## config.mk

```make
export PLATFORM = sky130hd
export DESIGN_NAME = dpsc_ctrl
export DESIGN_NICKNAME = d
export VERILOG_FILES = /design/src/verilog/dpsc_pkg.sv /design/src/verilog/dpsc_ctrl.sv
export VERILOG_INCLUDE_DIRS = /design/src /design/src/verilog
export SDC_FILE = /design/constraint.sdc
export NUM_CORES = 1
export LEC_CHECK = 0
export BUFFER_PORTS_ARGS = -buffer_cell sky130_fd_sc_hd__clkbuf_2
export CORE_UTILIZATION = 52
export CTS_CLUSTER_SIZE = 40
export DETAILED_ROUTE_END_ITERATION = 6
export PLACE_DENSITY = 0.79
export SLEW_MARGIN = 20
export SYNTH_ARGS = -nofsm -noshare
export SYNTH_HDL_FRONTEND = slang
export SYNTH_SLANG_ARGS = --single-unit
```

## constraint.sdc

```tcl
create_clock -name ref_clk -period 3 [get_ports ref_clk]
set_input_delay 0.3 -clock ref_clk [delete_from_list [all_inputs] [get_ports ref_clk]]
set_output_delay 0.3 -clock ref_clk [all_outputs]
set_load 0.02 [all_outputs]
```

## src/verilog/dpsc_regs.svh

```systemverilog
// timing constants and widths for the dual-port memory port controller
`ifndef DPSC_REGS_SVH
`define DPSC_REGS_SVH
`define DPSC_CLK_PERIOD_PS   5000
`define DPSC_ADDR_WIDTH      17
`define DPSC_DATA_WIDTH      8
// access and pulse times in ps, as printed for the slowest grade
`define DPSC_T_ACCESS_PS     25000
`define DPSC_T_WPULSE_PS     22000
`define DPSC_T_SETUP_PS      5000
`define DPSC_T_SEM_WR_RD_PS  5000
// least times round up to whole cycles
`define DPSC_CYC(ps) ((((ps) + `DPSC_CLK_PERIOD_PS - 1) / `DPSC_CLK_PERIOD_PS) < 1 ? 1 : \
	(((ps) + `DPSC_CLK_PERIOD_PS - 1) / `DPSC_CLK_PERIOD_PS))
`define DPSC_CYC_ACCESS      `DPSC_CYC(`DPSC_T_ACCESS_PS)
`define DPSC_CYC_WPULSE      `DPSC_CYC(`DPSC_T_WPULSE_PS)
`define DPSC_CYC_SETUP       `DPSC_CYC(`DPSC_T_SETUP_PS)
`define DPSC_CYC_SEM_WR_RD   `DPSC_CYC(`DPSC_T_SEM_WR_RD_PS)
`define DPSC_CNT_WIDTH       4
`endif

```

## src/verilog/dpsc_pkg.sv

```systemverilog
// types for the dual-port memory port controller
package dpsc_pkg;
	typedef enum logic [2:0] {
		DPSC_IDLE,
		DPSC_SETUP,
		DPSC_RD_WAIT,
		DPSC_WR_PULSE,
		DPSC_WR_END,
		DPSC_DONE
	} dpsc_state_t;

	typedef struct packed {
		dpsc_state_t state;
		logic [3:0]  cnt;
		logic        is_wr;
		logic        done;
		logic        busy;
		logic        port_sel_n;
		logic        token_select_n;
		logic        rw_n;
		logic        oe_n;
		logic [16:0] addr;
		logic [7:0]  dq_out;
		logic        dq_oe_n;
		logic [7:0]  rdata;
		logic        collided;
	} dpsc_regs_t;
endpackage

```

## src/verilog/dpsc_ctrl.sv

```systemverilog
// host-side controller driving one port of an asynchronous dual-port ram
// Function
// - keep read/write high during reads
// - semaphore reads always use select-driven cycles
// - address valid before select falls
// - ram: port low token high; token: reverse
// - read/write high while address changes
// - host never drives data while device drives
// - port select high for semaphore write/read
`timescale 1ns/1ps
`include "dpsc_regs.svh"
module dpsc_ctrl
	import dpsc_pkg::*;
#(
	parameter int ACCESS_CYC = `DPSC_CYC_ACCESS,
	parameter int WPULSE_CYC = `DPSC_CYC_WPULSE,
	parameter int SETUP_CYC  = `DPSC_CYC_SETUP
) (
	input  wire logic        ref_clk,
	input  wire logic        rst_b,
	input  wire logic        req,
	input  wire logic        req_write,
	input  wire logic        req_token,
	input  wire logic [16:0] req_addr,
	input  wire logic [7:0]  req_wdata,
	output logic             busy,
	output logic             done,
	output logic [7:0]       rdata,
	output logic             collided,
	output logic             port_sel_n,
	output logic             token_select_n,
	output logic             rw_n,
	output logic             oe_n,
	output logic [16:0]      addr,
	output logic [7:0]       dq_out,
	output logic             dq_oe_n,
	input  wire logic [7:0]  dq_in,
	input  wire logic        collision_n
);
	logic       rst_meta;
	logic       rst_sync;
	logic [7:0] dq_meta;
	logic [7:0] dq_sync;
	logic       col_meta;
	logic       col_sync;
	logic       req_token_q;
	dpsc_regs_t r;
	dpsc_regs_t next_r;
	// idle strobes high and data pins released while in reset
	localparam dpsc_regs_t RESET_R = '{
		state:          DPSC_IDLE,
		cnt:            4'h0,
		is_wr:          1'b0,
		done:           1'b0,
		busy:           1'b0,
		port_sel_n:     1'b1,
		token_select_n: 1'b1,
		rw_n:           1'b1,
		oe_n:           1'b1,
		addr:           17'h00000,
		dq_out:         8'h00,
		dq_oe_n:        1'b1,
		rdata:          8'h00,
		collided:       1'b0
	};

	// reset is released through two flops; assertion stays asynchronous
	always_ff @(posedge ref_clk or negedge rst_b) begin
		if (!rst_b) begin
			rst_meta <= 1'b0;
			rst_sync <= 1'b0;
		end else begin
			rst_meta <= 1'b1;
			rst_sync <= rst_meta;
		end
	end

	// pins from the device are asynchronous to ref_clk
	always_ff @(posedge ref_clk or negedge rst_sync) begin
		if (!rst_sync) begin
			dq_meta  <= 8'h00;
			dq_sync  <= 8'h00;
			col_meta <= 1'b1;
			col_sync <= 1'b1;
		end else begin
			dq_meta  <= dq_in;
			dq_sync  <= dq_meta;
			col_meta <= collision_n;
			col_sync <= col_meta;
		end
	end

	always_comb begin
		next_r          = r;
		next_r.done     = 1'b0;
		next_r.cnt      = (r.cnt == 4'h0) ? 4'h0 : r.cnt - 4'h1;
		unique case (r.state)
			DPSC_IDLE: begin
				next_r.busy = 1'b0;
				if (req) begin
					// address moves only with read/write high
					next_r.rw_n           = 1'b1;
					next_r.addr           = req_addr;
					next_r.dq_out         = req_wdata;
					next_r.is_wr          = req_write;
					next_r.busy           = 1'b1;
					next_r.collided       = 1'b0;
					// both selects stay high until the address has settled
					next_r.port_sel_n     = 1'b1;
					next_r.token_select_n = 1'b1;
					next_r.oe_n           = 1'b1;
					next_r.dq_oe_n        = 1'b1;
					next_r.cnt            = SETUP_CYC[3:0];
					next_r.state          = DPSC_SETUP;
				end
			end
			DPSC_SETUP: begin
				// address held a setup time before select falls
				if (r.cnt == 4'h0) begin
					// ram or token space by select pair
					next_r.port_sel_n     = req_token_q;
					next_r.token_select_n = ~req_token_q;
					if (r.is_wr) begin
						// read/write low with select keeps device quiet
						next_r.rw_n    = 1'b0;
						// drive data only while device is off
						next_r.dq_oe_n = 1'b0;
						next_r.cnt     = WPULSE_CYC[3:0];
						next_r.state   = DPSC_WR_PULSE;
					end else begin
						next_r.rw_n  = 1'b1;
						next_r.oe_n  = 1'b0;
						// two more cycles for the data synchroniser, so the sample lands after access time
						next_r.cnt   = ACCESS_CYC[3:0] + 4'h2;
						next_r.state = DPSC_RD_WAIT;
					end
				end
			end
			DPSC_RD_WAIT: begin
				// every read is select-driven, semaphores included
				if (r.cnt == 4'h0) begin
					next_r.rdata      = dq_sync;
					next_r.collided   = ~col_sync;
					next_r.oe_n       = 1'b1;
					next_r.port_sel_n = 1'b1;
					next_r.token_select_n = 1'b1;
					next_r.state      = DPSC_DONE;
				end
			end
			DPSC_WR_PULSE: begin
				// a low collision flag is recorded
				if (!col_sync) begin
					next_r.collided = 1'b1;
				end
				// stretching the pulse keeps our data on the pins until release
				// loser waits while flag is held low
				if (r.cnt == 4'h0 && col_sync) begin
					// select rises first, ending the write
					next_r.port_sel_n     = 1'b1;
					next_r.token_select_n = 1'b1;
					next_r.state          = DPSC_WR_END;
				end
			end
			DPSC_WR_END: begin
				// read/write returns high after the write window
				// port select stays high across token cycles
				next_r.rw_n    = 1'b1;
				next_r.dq_oe_n = 1'b1;
				next_r.cnt     = 4'(`DPSC_CYC_SEM_WR_RD);
				next_r.state   = DPSC_DONE;
			end
			DPSC_DONE: begin
				// a semaphore readback shows which port won
				if (r.cnt == 4'h0) begin
					next_r.done  = 1'b1;
					next_r.busy  = 1'b0;
					next_r.state = DPSC_IDLE;
				end
			end
			default: begin
				next_r.state = DPSC_IDLE;
			end
		endcase
	end

	// token choice captured at request acceptance
	always_ff @(posedge ref_clk or negedge rst_sync) begin
		if (!rst_sync) begin
			req_token_q <= 1'b0;
		end else if (r.state == DPSC_IDLE && req) begin
			req_token_q <= req_token;
		end
	end

	always_ff @(posedge ref_clk or negedge rst_sync) begin
		if (!rst_sync) begin
			r <= RESET_R;
		end else begin
			r <= next_r;
		end
	end

	assign busy           = r.busy;
	assign done           = r.done;
	assign rdata          = r.rdata;
	assign collided       = r.collided;
	assign port_sel_n     = r.port_sel_n;
	assign token_select_n = r.token_select_n;
	assign rw_n           = r.rw_n;
	assign oe_n           = r.oe_n;
	assign addr           = r.addr;
	assign dq_out         = r.dq_out;
	assign dq_oe_n        = r.dq_oe_n;
endmodule

```

# Word level (Yosys, flattened, before mapping)
# Cells that the tools add are included.
# word_totals
ff_bits,70
input_bits,39
output_inout_bits,41
elab_cells,84
# op_classes
addsub,1
eq_ne,13
n_mux,29
n_bitwise,2
n_reduce_logical,18
# op_table
op,n
two-way mux 31 bit,1
case mux 3 bit (6 select lines),1
!= test 2 bit (second input constant),8
AND reduction 5 bit,3
case mux 1 bit (3 select lines),4
case mux 4 bit (3 select lines),1
two-way mux 1 bit,9
two-way mux 3 bit,3
nonzero test 3 bit,3
two-way mux 4 bit,2
two-way mux 8 bit,1
case mux 2 bit (4 select lines),1
AND reduction 4 bit,2
two-way mux 7 bit,1
== test 3 x 2 -> 1 bit (second input constant),2
== test 3 bit (second input constant),2
two-way mux 2 bit,3
AND reduction 2 bit,3
two-way mux 5 bit,1
logical NOT 4 bit,1
nonzero test 4 bit,1
subtractor 4 x 1 -> 4 bit (second input constant),1
== test 3 x 1 -> 1 bit (second input constant),1
logical NOT 3 bit,1
5 further kinds,7

# Logic depth before layout (Yosys ltp)
# Gate-level depths: netlist of run 1.
# logic_depth
depth_word,4
ltp_mapped,7
depth_no_buf,6

# Least setup slack after synthesis of run 1
# No wires, ideal clock.
# synth_timing
path_kind,reg2reg
start,reg r[42] (netlist name)
end,"reg r, in the netlist rdata[0]"
setup_ps,125
arrival_time_ps,1767
required_ps,2875
setup_slack_ps,1108
stages_incl_launch_ff,7
cell_sequence,dfrtp_1 > inv_1 > ha_1 > or3b_4 > or3_1 > buf_6 > mux2_4
# synth_between
elab_chain_cells,2
# synth_rtl
item,line,rtl
from (decl),dpsc_ctrl.sv:47,dpsc_regs_t r;
from (signal assigned),dpsc_ctrl.sv:199,r <= next_r;
logical NOT 4 bit,dpsc_ctrl.sv:141,if (r.cnt == 4'h0) begin
AND reduction 2 bit (no line),n/a,
# Every way passes these cells.
# A chain may end at the register's enable or synchronous reset.

# Final worst setup path of run 1
# layout_timing
start,reg r[42] (netlist name)
end,"reg r, in the netlist rdata[2]"
# The elaborated chain is that of the path after synthesis.

==> results of run 1 <==
-- flip-flops by register name, summed over array words and instances, names as in the netlist, 8 cells and up --
name	flops
addr	17
dq_meta	8
dq_out	8
dq_sync	8
r	8
rdata	8
-- power groups by stage --
stage | clock, uW | combinational (uW) | sequential (uW)
finish | 736 | 1410 | 1550
global route | 805 | 1530 | 1610
floorplan | 0 | 1340 | 1530
detailed placement | 0 | 1420 | 1560
global placement | 0 | 1380 | 1550
CTS | 761 | 1430 | 1550
-- final cells by class --
class / count / area share
repair buffers: 83 / 0.1293
clock inverters: 5 / 0.01815
clock buffers: 10 / 0.04159
well taps: 70 / 0.02647
inverters: 4 / 0.004537
multi-input cells: 98 / 0.2469
flip-flops and latches: 70 / 0.5331
-- critical path: cells and delay by family, from the launching register on --
| kind | cells | cell delay (ps) |
|---|---|---|
| AND/OR/NAND/NOR | 2 | 960 |
| buffers and inverters | 1 | 90 |
| flip-flops | 1 | 390 |
| multiplexers | 1 | 370 |
| adder cells (fa/ha/maj) | 1 | 180 |
-- metrics by stage --
stage | util | area (um2)
3_3_place_gp | 0.5917 | 3099
3_5_place_dp | 0.5922 | 3102
5_1_grt | 0.6319 | 3309
4_1_cts | 0.6319 | 3309
2_1_floorplan | - | 2887
6_report | 0.6319 | 3309
-- repair_timing --
item                       4_1_cts  5_1_grt
hold endpoints to repair         2        0
setup endpoints to repair        0        0
hold buffers                     1        0
-- final timing paths --
| path | slack (ps) | to | start | depth (start not counted) |
|---|---|---|---|---|
| max in group asynchronous | 1970 | addr[11]$_DFFE_PN0P_ | rst_sync$_DFF_PN0_ | 1 |
| worst max register to register | 890 | rdata[2]$_DFFE_PN0P_ | r[42]$_DFF_PN0_ | 5 |
| worst min register to register | 360 | dq_sync[1]$_DFF_PN0_ | dq_meta[1]$_DFF_PN0_ | 0 |
| worst min-delay path | 50 | col_meta$_DFF_PN1_ | collision_n | 1 |
| worst max-delay path | 890 | rdata[2]$_DFFE_PN0P_ | r[42]$_DFF_PN0_ | 5 |
| min in group asynchronous | 290 | rst_meta$_DFF_PN0_ | rst_b | 2 |
-- layer usage --
metal  track usage  up-vias
met5             0        -
met4       0.07500        0
met3       0.06826        8
met2        0.2784       66
met1        0.2236      833
li1              -      799
-- placed cells by master (no fill, tap or decap), types with 2 or more instances in the layout --
master,instances
nand2b_1,2
nor3b_1,3
a31oi_1,2
dfstp_2,7
nor3_1,5
buf_4,3
clkinv_4,2
o21ai_0,5
nand2_1,7
mux2_2,30
or3_1,2
mux2_4,8
ha_1,2
inv_1,4
and2_1,2
clkbuf_8,10
nor2_1,9
mux2i_1,2
a21oi_1,6
o22a_1,2
dfrtp_1,62
clkbuf_2,79
o22ai_1,2
-- kinds of logic (layout without fill, tap and decap cells) --
family	Yosys count	after routing	synth area share
buffers and inverters	46	102	0.1071
flip-flops	70	70	0.6099
adder cells (fa/ha/maj)	2	2	0.008668
other	1	1	0.001299
AND/OR/NAND/NOR	32	32	0.05591
multiplexers	40	40	0.1656
AO/OA/AOI/OAI	22	22	0.04855
XOR/XNOR	1	1	0.003035
-- cell usage after synthesis, types with 3 or more instances --
library cell  number  area [um2]
nand2_1            7       26.28
buf_4             33       247.7
nor3_1             5       25.02
clkbuf_1           4       15.01
dfstp_2            7       183.9
o21ai_0            5       25.02
a21oi_1            6       30.03
mux2_2            30       337.8
nor3b_1            3       22.52
inv_1              4       15.01
nor2_1             9       33.78
mux2_4             8       120.1
buf_2              4       20.02
dfrtp_1           63        1577
==> results.yml, run 1 <==
yosys:
  netlist_area_um2: 2887
  syn_nets: 255
  ys_types: 32
  synthArstFlopShare: 1.000
  synth.avg_cell_area_um2: 13.49
  seq_area_frac_synth: 0.6099
  synth_flop_cell: "dfrtp_1"
  syn_inst: 214
  synth_edf_count: 0
  synth_seq_cells: 70
  ys_warn_count: 0
global_route:
  grt_pass1_wl_mm: 7.928
  antenna_found_initial: 0
  overflow: 0
  first_global_vias: 1746
  grt.total_usage: 0.1788
  grt_max_degree: 56
drt:
  drc: 0
  num_vias: 1706
  first_iter_violations: 81
  maxUsedRoutingLayer: "met4"
  drt-total-wl_mm: 4.562
  drt_first_pass_iters: 4
  met2_length_mm: 2.196
  wl_per_cell_um: 13.42
  wl_met3_um: 339
  avgViaCountPerCell: 5.018
  wl_met1_mm: 1.961
  final_antenna_net_count: 0
sta:
  finalSetupTns_ps: 0
  fin_skew_ps: 9.508
  tightest_slew_ps: 669.8
  hold_slack_ps: 46.42
  period_needed_ps: 2106
  hold_viol: 0
  timing.fmax_ghz: 0.4748
  setup_viol: 0
  period_share: 0.7021
  rsz0062_at_grt: "no"
  slew_headroom: 0.5535
  drv_slew: 0
  finalWorstSetupSlack_ps: 893.7
placement:
  dp_hpwl_mm: 3.181
  port_buffers: 79
  dp.cells: 324
  place_ws_ps: 891.1
  gp_congestion: 0.7749
clock_tree:
  clock_latency_ps: 340
  cts_tree: "yes"
  cts_sinks: 70
  cts_max_level: 3
  cts-root-buf: "clkbuf_8"
  post-cts-setup-buffers: 0
  cts_buffers: 9
  ctsResizeCount: 0
  clk_pin_slew_ps: 70
  clk_path_buf_depth: 2
outcome:
  outcome: "completed"
power_and_ir_drop:
  p_comb_frac: 0.382
  p_total_uw: 3698
  power_switching_uw: 1335
  leakagePower_uw: 0.001618
  power.internal_uw: 2363
  max-vdd-ir-drop_mv: 0.6406
  p_clk_frac: 0.199
  p_seq_frac: 0.420
  powerDensity_nw_per_um2: 1117
  switching_share: 0.3609
min_path:
  hold_path_class: "input port to flip-flop"
die:
  boundaryPins: 80
  start_util: 0.5511
  row_count: 26
  die_h_um: 76.51
  die_w_um: 76.51
  die-area_um2: 5853
  fp.coreArea_um2: 5238
cells_and_area:
  instances_no_fill: 340
  seqCellArea_um2: 1764
  layout.nets: 307
  diodes: 0
  drive_gt1_frac: 0.5333
  multiInputGateArea_um2: 817.0
  syn2layout_area_growth_pct: 14.65
  final.fill_count: 407
critical_path:
  critPathLaunchType: "flip-flop"
  cp_slowest_cell: "or3_1"
  cp_cell_sequence: "inv_1, ha_1, or3b_4, or3_1, mux2_4"
  critical-path-max-stage-delay_ps: 570
  crit_required_ps: 3210
  critPathArrivalTime_ps: 2320
  path_max_fanout: 8
  critical_path_class: "flip-flop to flip-flop"
  cp-end-kind: "flip-flop"
flow_run:
  drv_cap: 0
(Power assumes the default switching activity.)
==> run 2: changes to the inputs <==
Clock period 3 ns to 2 ns, I/O delays scaled along.
==> run 2 against run 1 <==
Against the previous run: register-to-register slack got worse by 870 ps; sequential power increased by 49%; global-route usage increased by 1.0 points; die area unchanged; critical path depth increased by 3; highest routed layer unchanged.
==> results.yml, run 2 (same netlist as run 1, synthesis figures left out) <==
power_and_ir_drop:
  switching_share: 0.3606
  powerDensity_nw_per_um2: 1675
  power_switching_uw: 2127
  p_seq_frac: 0.392
  max-vdd-ir-drop_mv: 1.118
  p_comb_frac: 0.391
  p_clk_frac: 0.217
  leakagePower_uw: 0.001711
  power.internal_uw: 3772
cells_and_area:
  mostFrequentLayoutCell: "clkbuf_2"
  layout.nets: 321
  final_core_util: 0.6725
  final_area_um2: 3522
  diodes: 0
  largest_reg_flops: 17
  mostFrequentLayoutCells: "79 x clkbuf_2, 62 x dfrtp_1, 30 x mux2_2"
  syn2layout_area_growth_pct: 22.02
  drive_gt1_frac: 0.5404
critical_path:
  cp_slowest_cell: "dfrtp_1"
  crit_required_ps: 2220
  critPathArrivalTime_ps: 2190
  critical-path-max-stage-delay_ps: 400
  critical_path_class: "flip-flop to flip-flop"
  crit_buf_inv: 3
  cp_cell_sequence: "inv_1, ha_2, nor3b_2, buf_4, buf_12, nand2_1, a311oi_2, mux2_2"
  cp-end-kind: "flip-flop"
  crit_family: "flip-flops"
  critPathLaunchType: "flip-flop"
  path_max_fanout: 6
global_route:
  grt_pass1_wl_mm: 8.383
  antenna_found_initial: 0
  grt_max_degree: 37
  first_global_vias: 1840
  overflow: 0
  grt.total_usage: 0.1892
drt:
  drc: 0
  drt_first_pass_iters: 4
  first_iter_violations: 122
  final_antenna_net_count: 0
  drt-total-wl_mm: 5.068
  wl_per_cell_um: 14.28
  avgViaCountPerCell: 5.006
  num_vias: 1777
die:
  die_h_um: 76.51
  fp.coreArea_um2: 5238
  die_w_um: 76.51
  die-area_um2: 5853
  boundaryPins: 80
  start_util: 0.5511
  row_count: 26
clock_tree:
  cts_tree: "yes"
  clock_latency_ps: 340
  cts_max_level: 3
  cts_buffers: 9
  cts_sinks: 70
  cts-root-buf: "clkbuf_8"
  clk_pin_slew_ps: 80
  clk_path_buf_depth: 2
placement:
  port_buffers: 79
  dp_hpwl_mm: 3.429
  placed_cell_area_um2: 3154
  gp_congestion: 0.8084
sta:
  hold_viol: 0
  period_share: 0.9857
  tightest_slew_ps: 640.6
  period_needed_ps: 1971
  timing.fmax_ghz: 0.5072
  slew_headroom: 0.5697
  fin_skew_ps: 10.14
  drv_slew: 0
  setup_viol: 0
outcome:
  outcome: "completed"
flow_run:
  drv_cap: 0
min_path:
  hold_path_class: "input port to flip-flop"
-- run 2: cell count changes in the layout (fill, tap and decap cells not counted), sizes merged --
cell	before	now
buf	3	8
dlygate4sd3	1	10
bufinv	1	2
inv	4	7
clkinv	3	1
clkbuf	89	88
-- run 2: per-layer routing --
metal  part of all wire  global-route usage
met4              0.011             0.06731
met2               0.51              0.3063
met3              0.074             0.08024
met5                  0                   0
met1               0.41              0.2257
-- run 2: power by group through the flow --
stage          logic (uW)  clock network, uW  registers [uW]
2_1_floorplan        2020                  0            2290
3_3_place_gp         2160                  0            2300
3_5_place_dp         2240                  0            2320
4_1_cts              2260               1310            2310
5_1_grt              2490               1370            2390
6_report             2310               1280            2310
-- run 2: cell type report --
class	instances	area, um2
Clock buffer	9	123.9
Multi-Input combinational cell	98	835.8
Fill cell	391	1715
Timing Repair Buffer	97	593.1
Tap cell	70	87.58
Clock inverter	7	105.1
Inverter	4	15.01
Sequential cell	70	1762
-- run 2: final timing paths --
kind	startpoint	slack, ps	cells after the start	endpoint
worst max-delay path	r[42]$_DFF_PN0_	30	8	collided$_DFFE_PN0P_
min in group asynchronous	rst_sync$_DFF_PN0_	190	0	r[41]$_DFFE_PN0P_
worst min-delay path	req_addr[13]	90	2	addr[13]$_DFFE_PN0P_
max in group asynchronous	rst_sync$_DFF_PN0_	1240	1	dq_oe_n$_DFFE_PN1P_
worst min register to register	rst_sync$_DFF_PN0_	190	0	r[41]$_DFFE_PN0P_
worst max register to register	r[42]$_DFF_PN0_	30	8	collided$_DFFE_PN0P_
-- run 2: per-stage QoR --
stage                     hold WS [ps]  power, uW  TNS, ps  std cells  worst slack (ps)
final                            89.44       5899        0        355             28.51
after CTS                        74.29       5878        0        354            0.9539
after detailed placement        -7.340       4565    -1004        328            -130.1
after global routing             70.13       6257   -185.6        355            -65.10
after global placement          -12.96       4461   -182.1        328            -23.02
after floorplan                 -95.59       4311        0        214             107.8
-- run 2: what timing repair did --
action                                  in CTS  in global routing
endpoints found under the setup margin       8                 10
setup buffers                                0                  1
hold buffers                                10                  0
resized for setup                            1                  3
pin swaps                                    0                  2
endpoints found under the hold margin       11                  0
-- run 2: worst register-to-register path, cell delays in order, from the launching register on --
cell	delay, ps
dfrtp_1	400
inv_1	90
ha_2	210
nor3b_2	200
buf_4	190
buf_12	110
nand2_1	60
a311oi_2	240
mux2_2	360
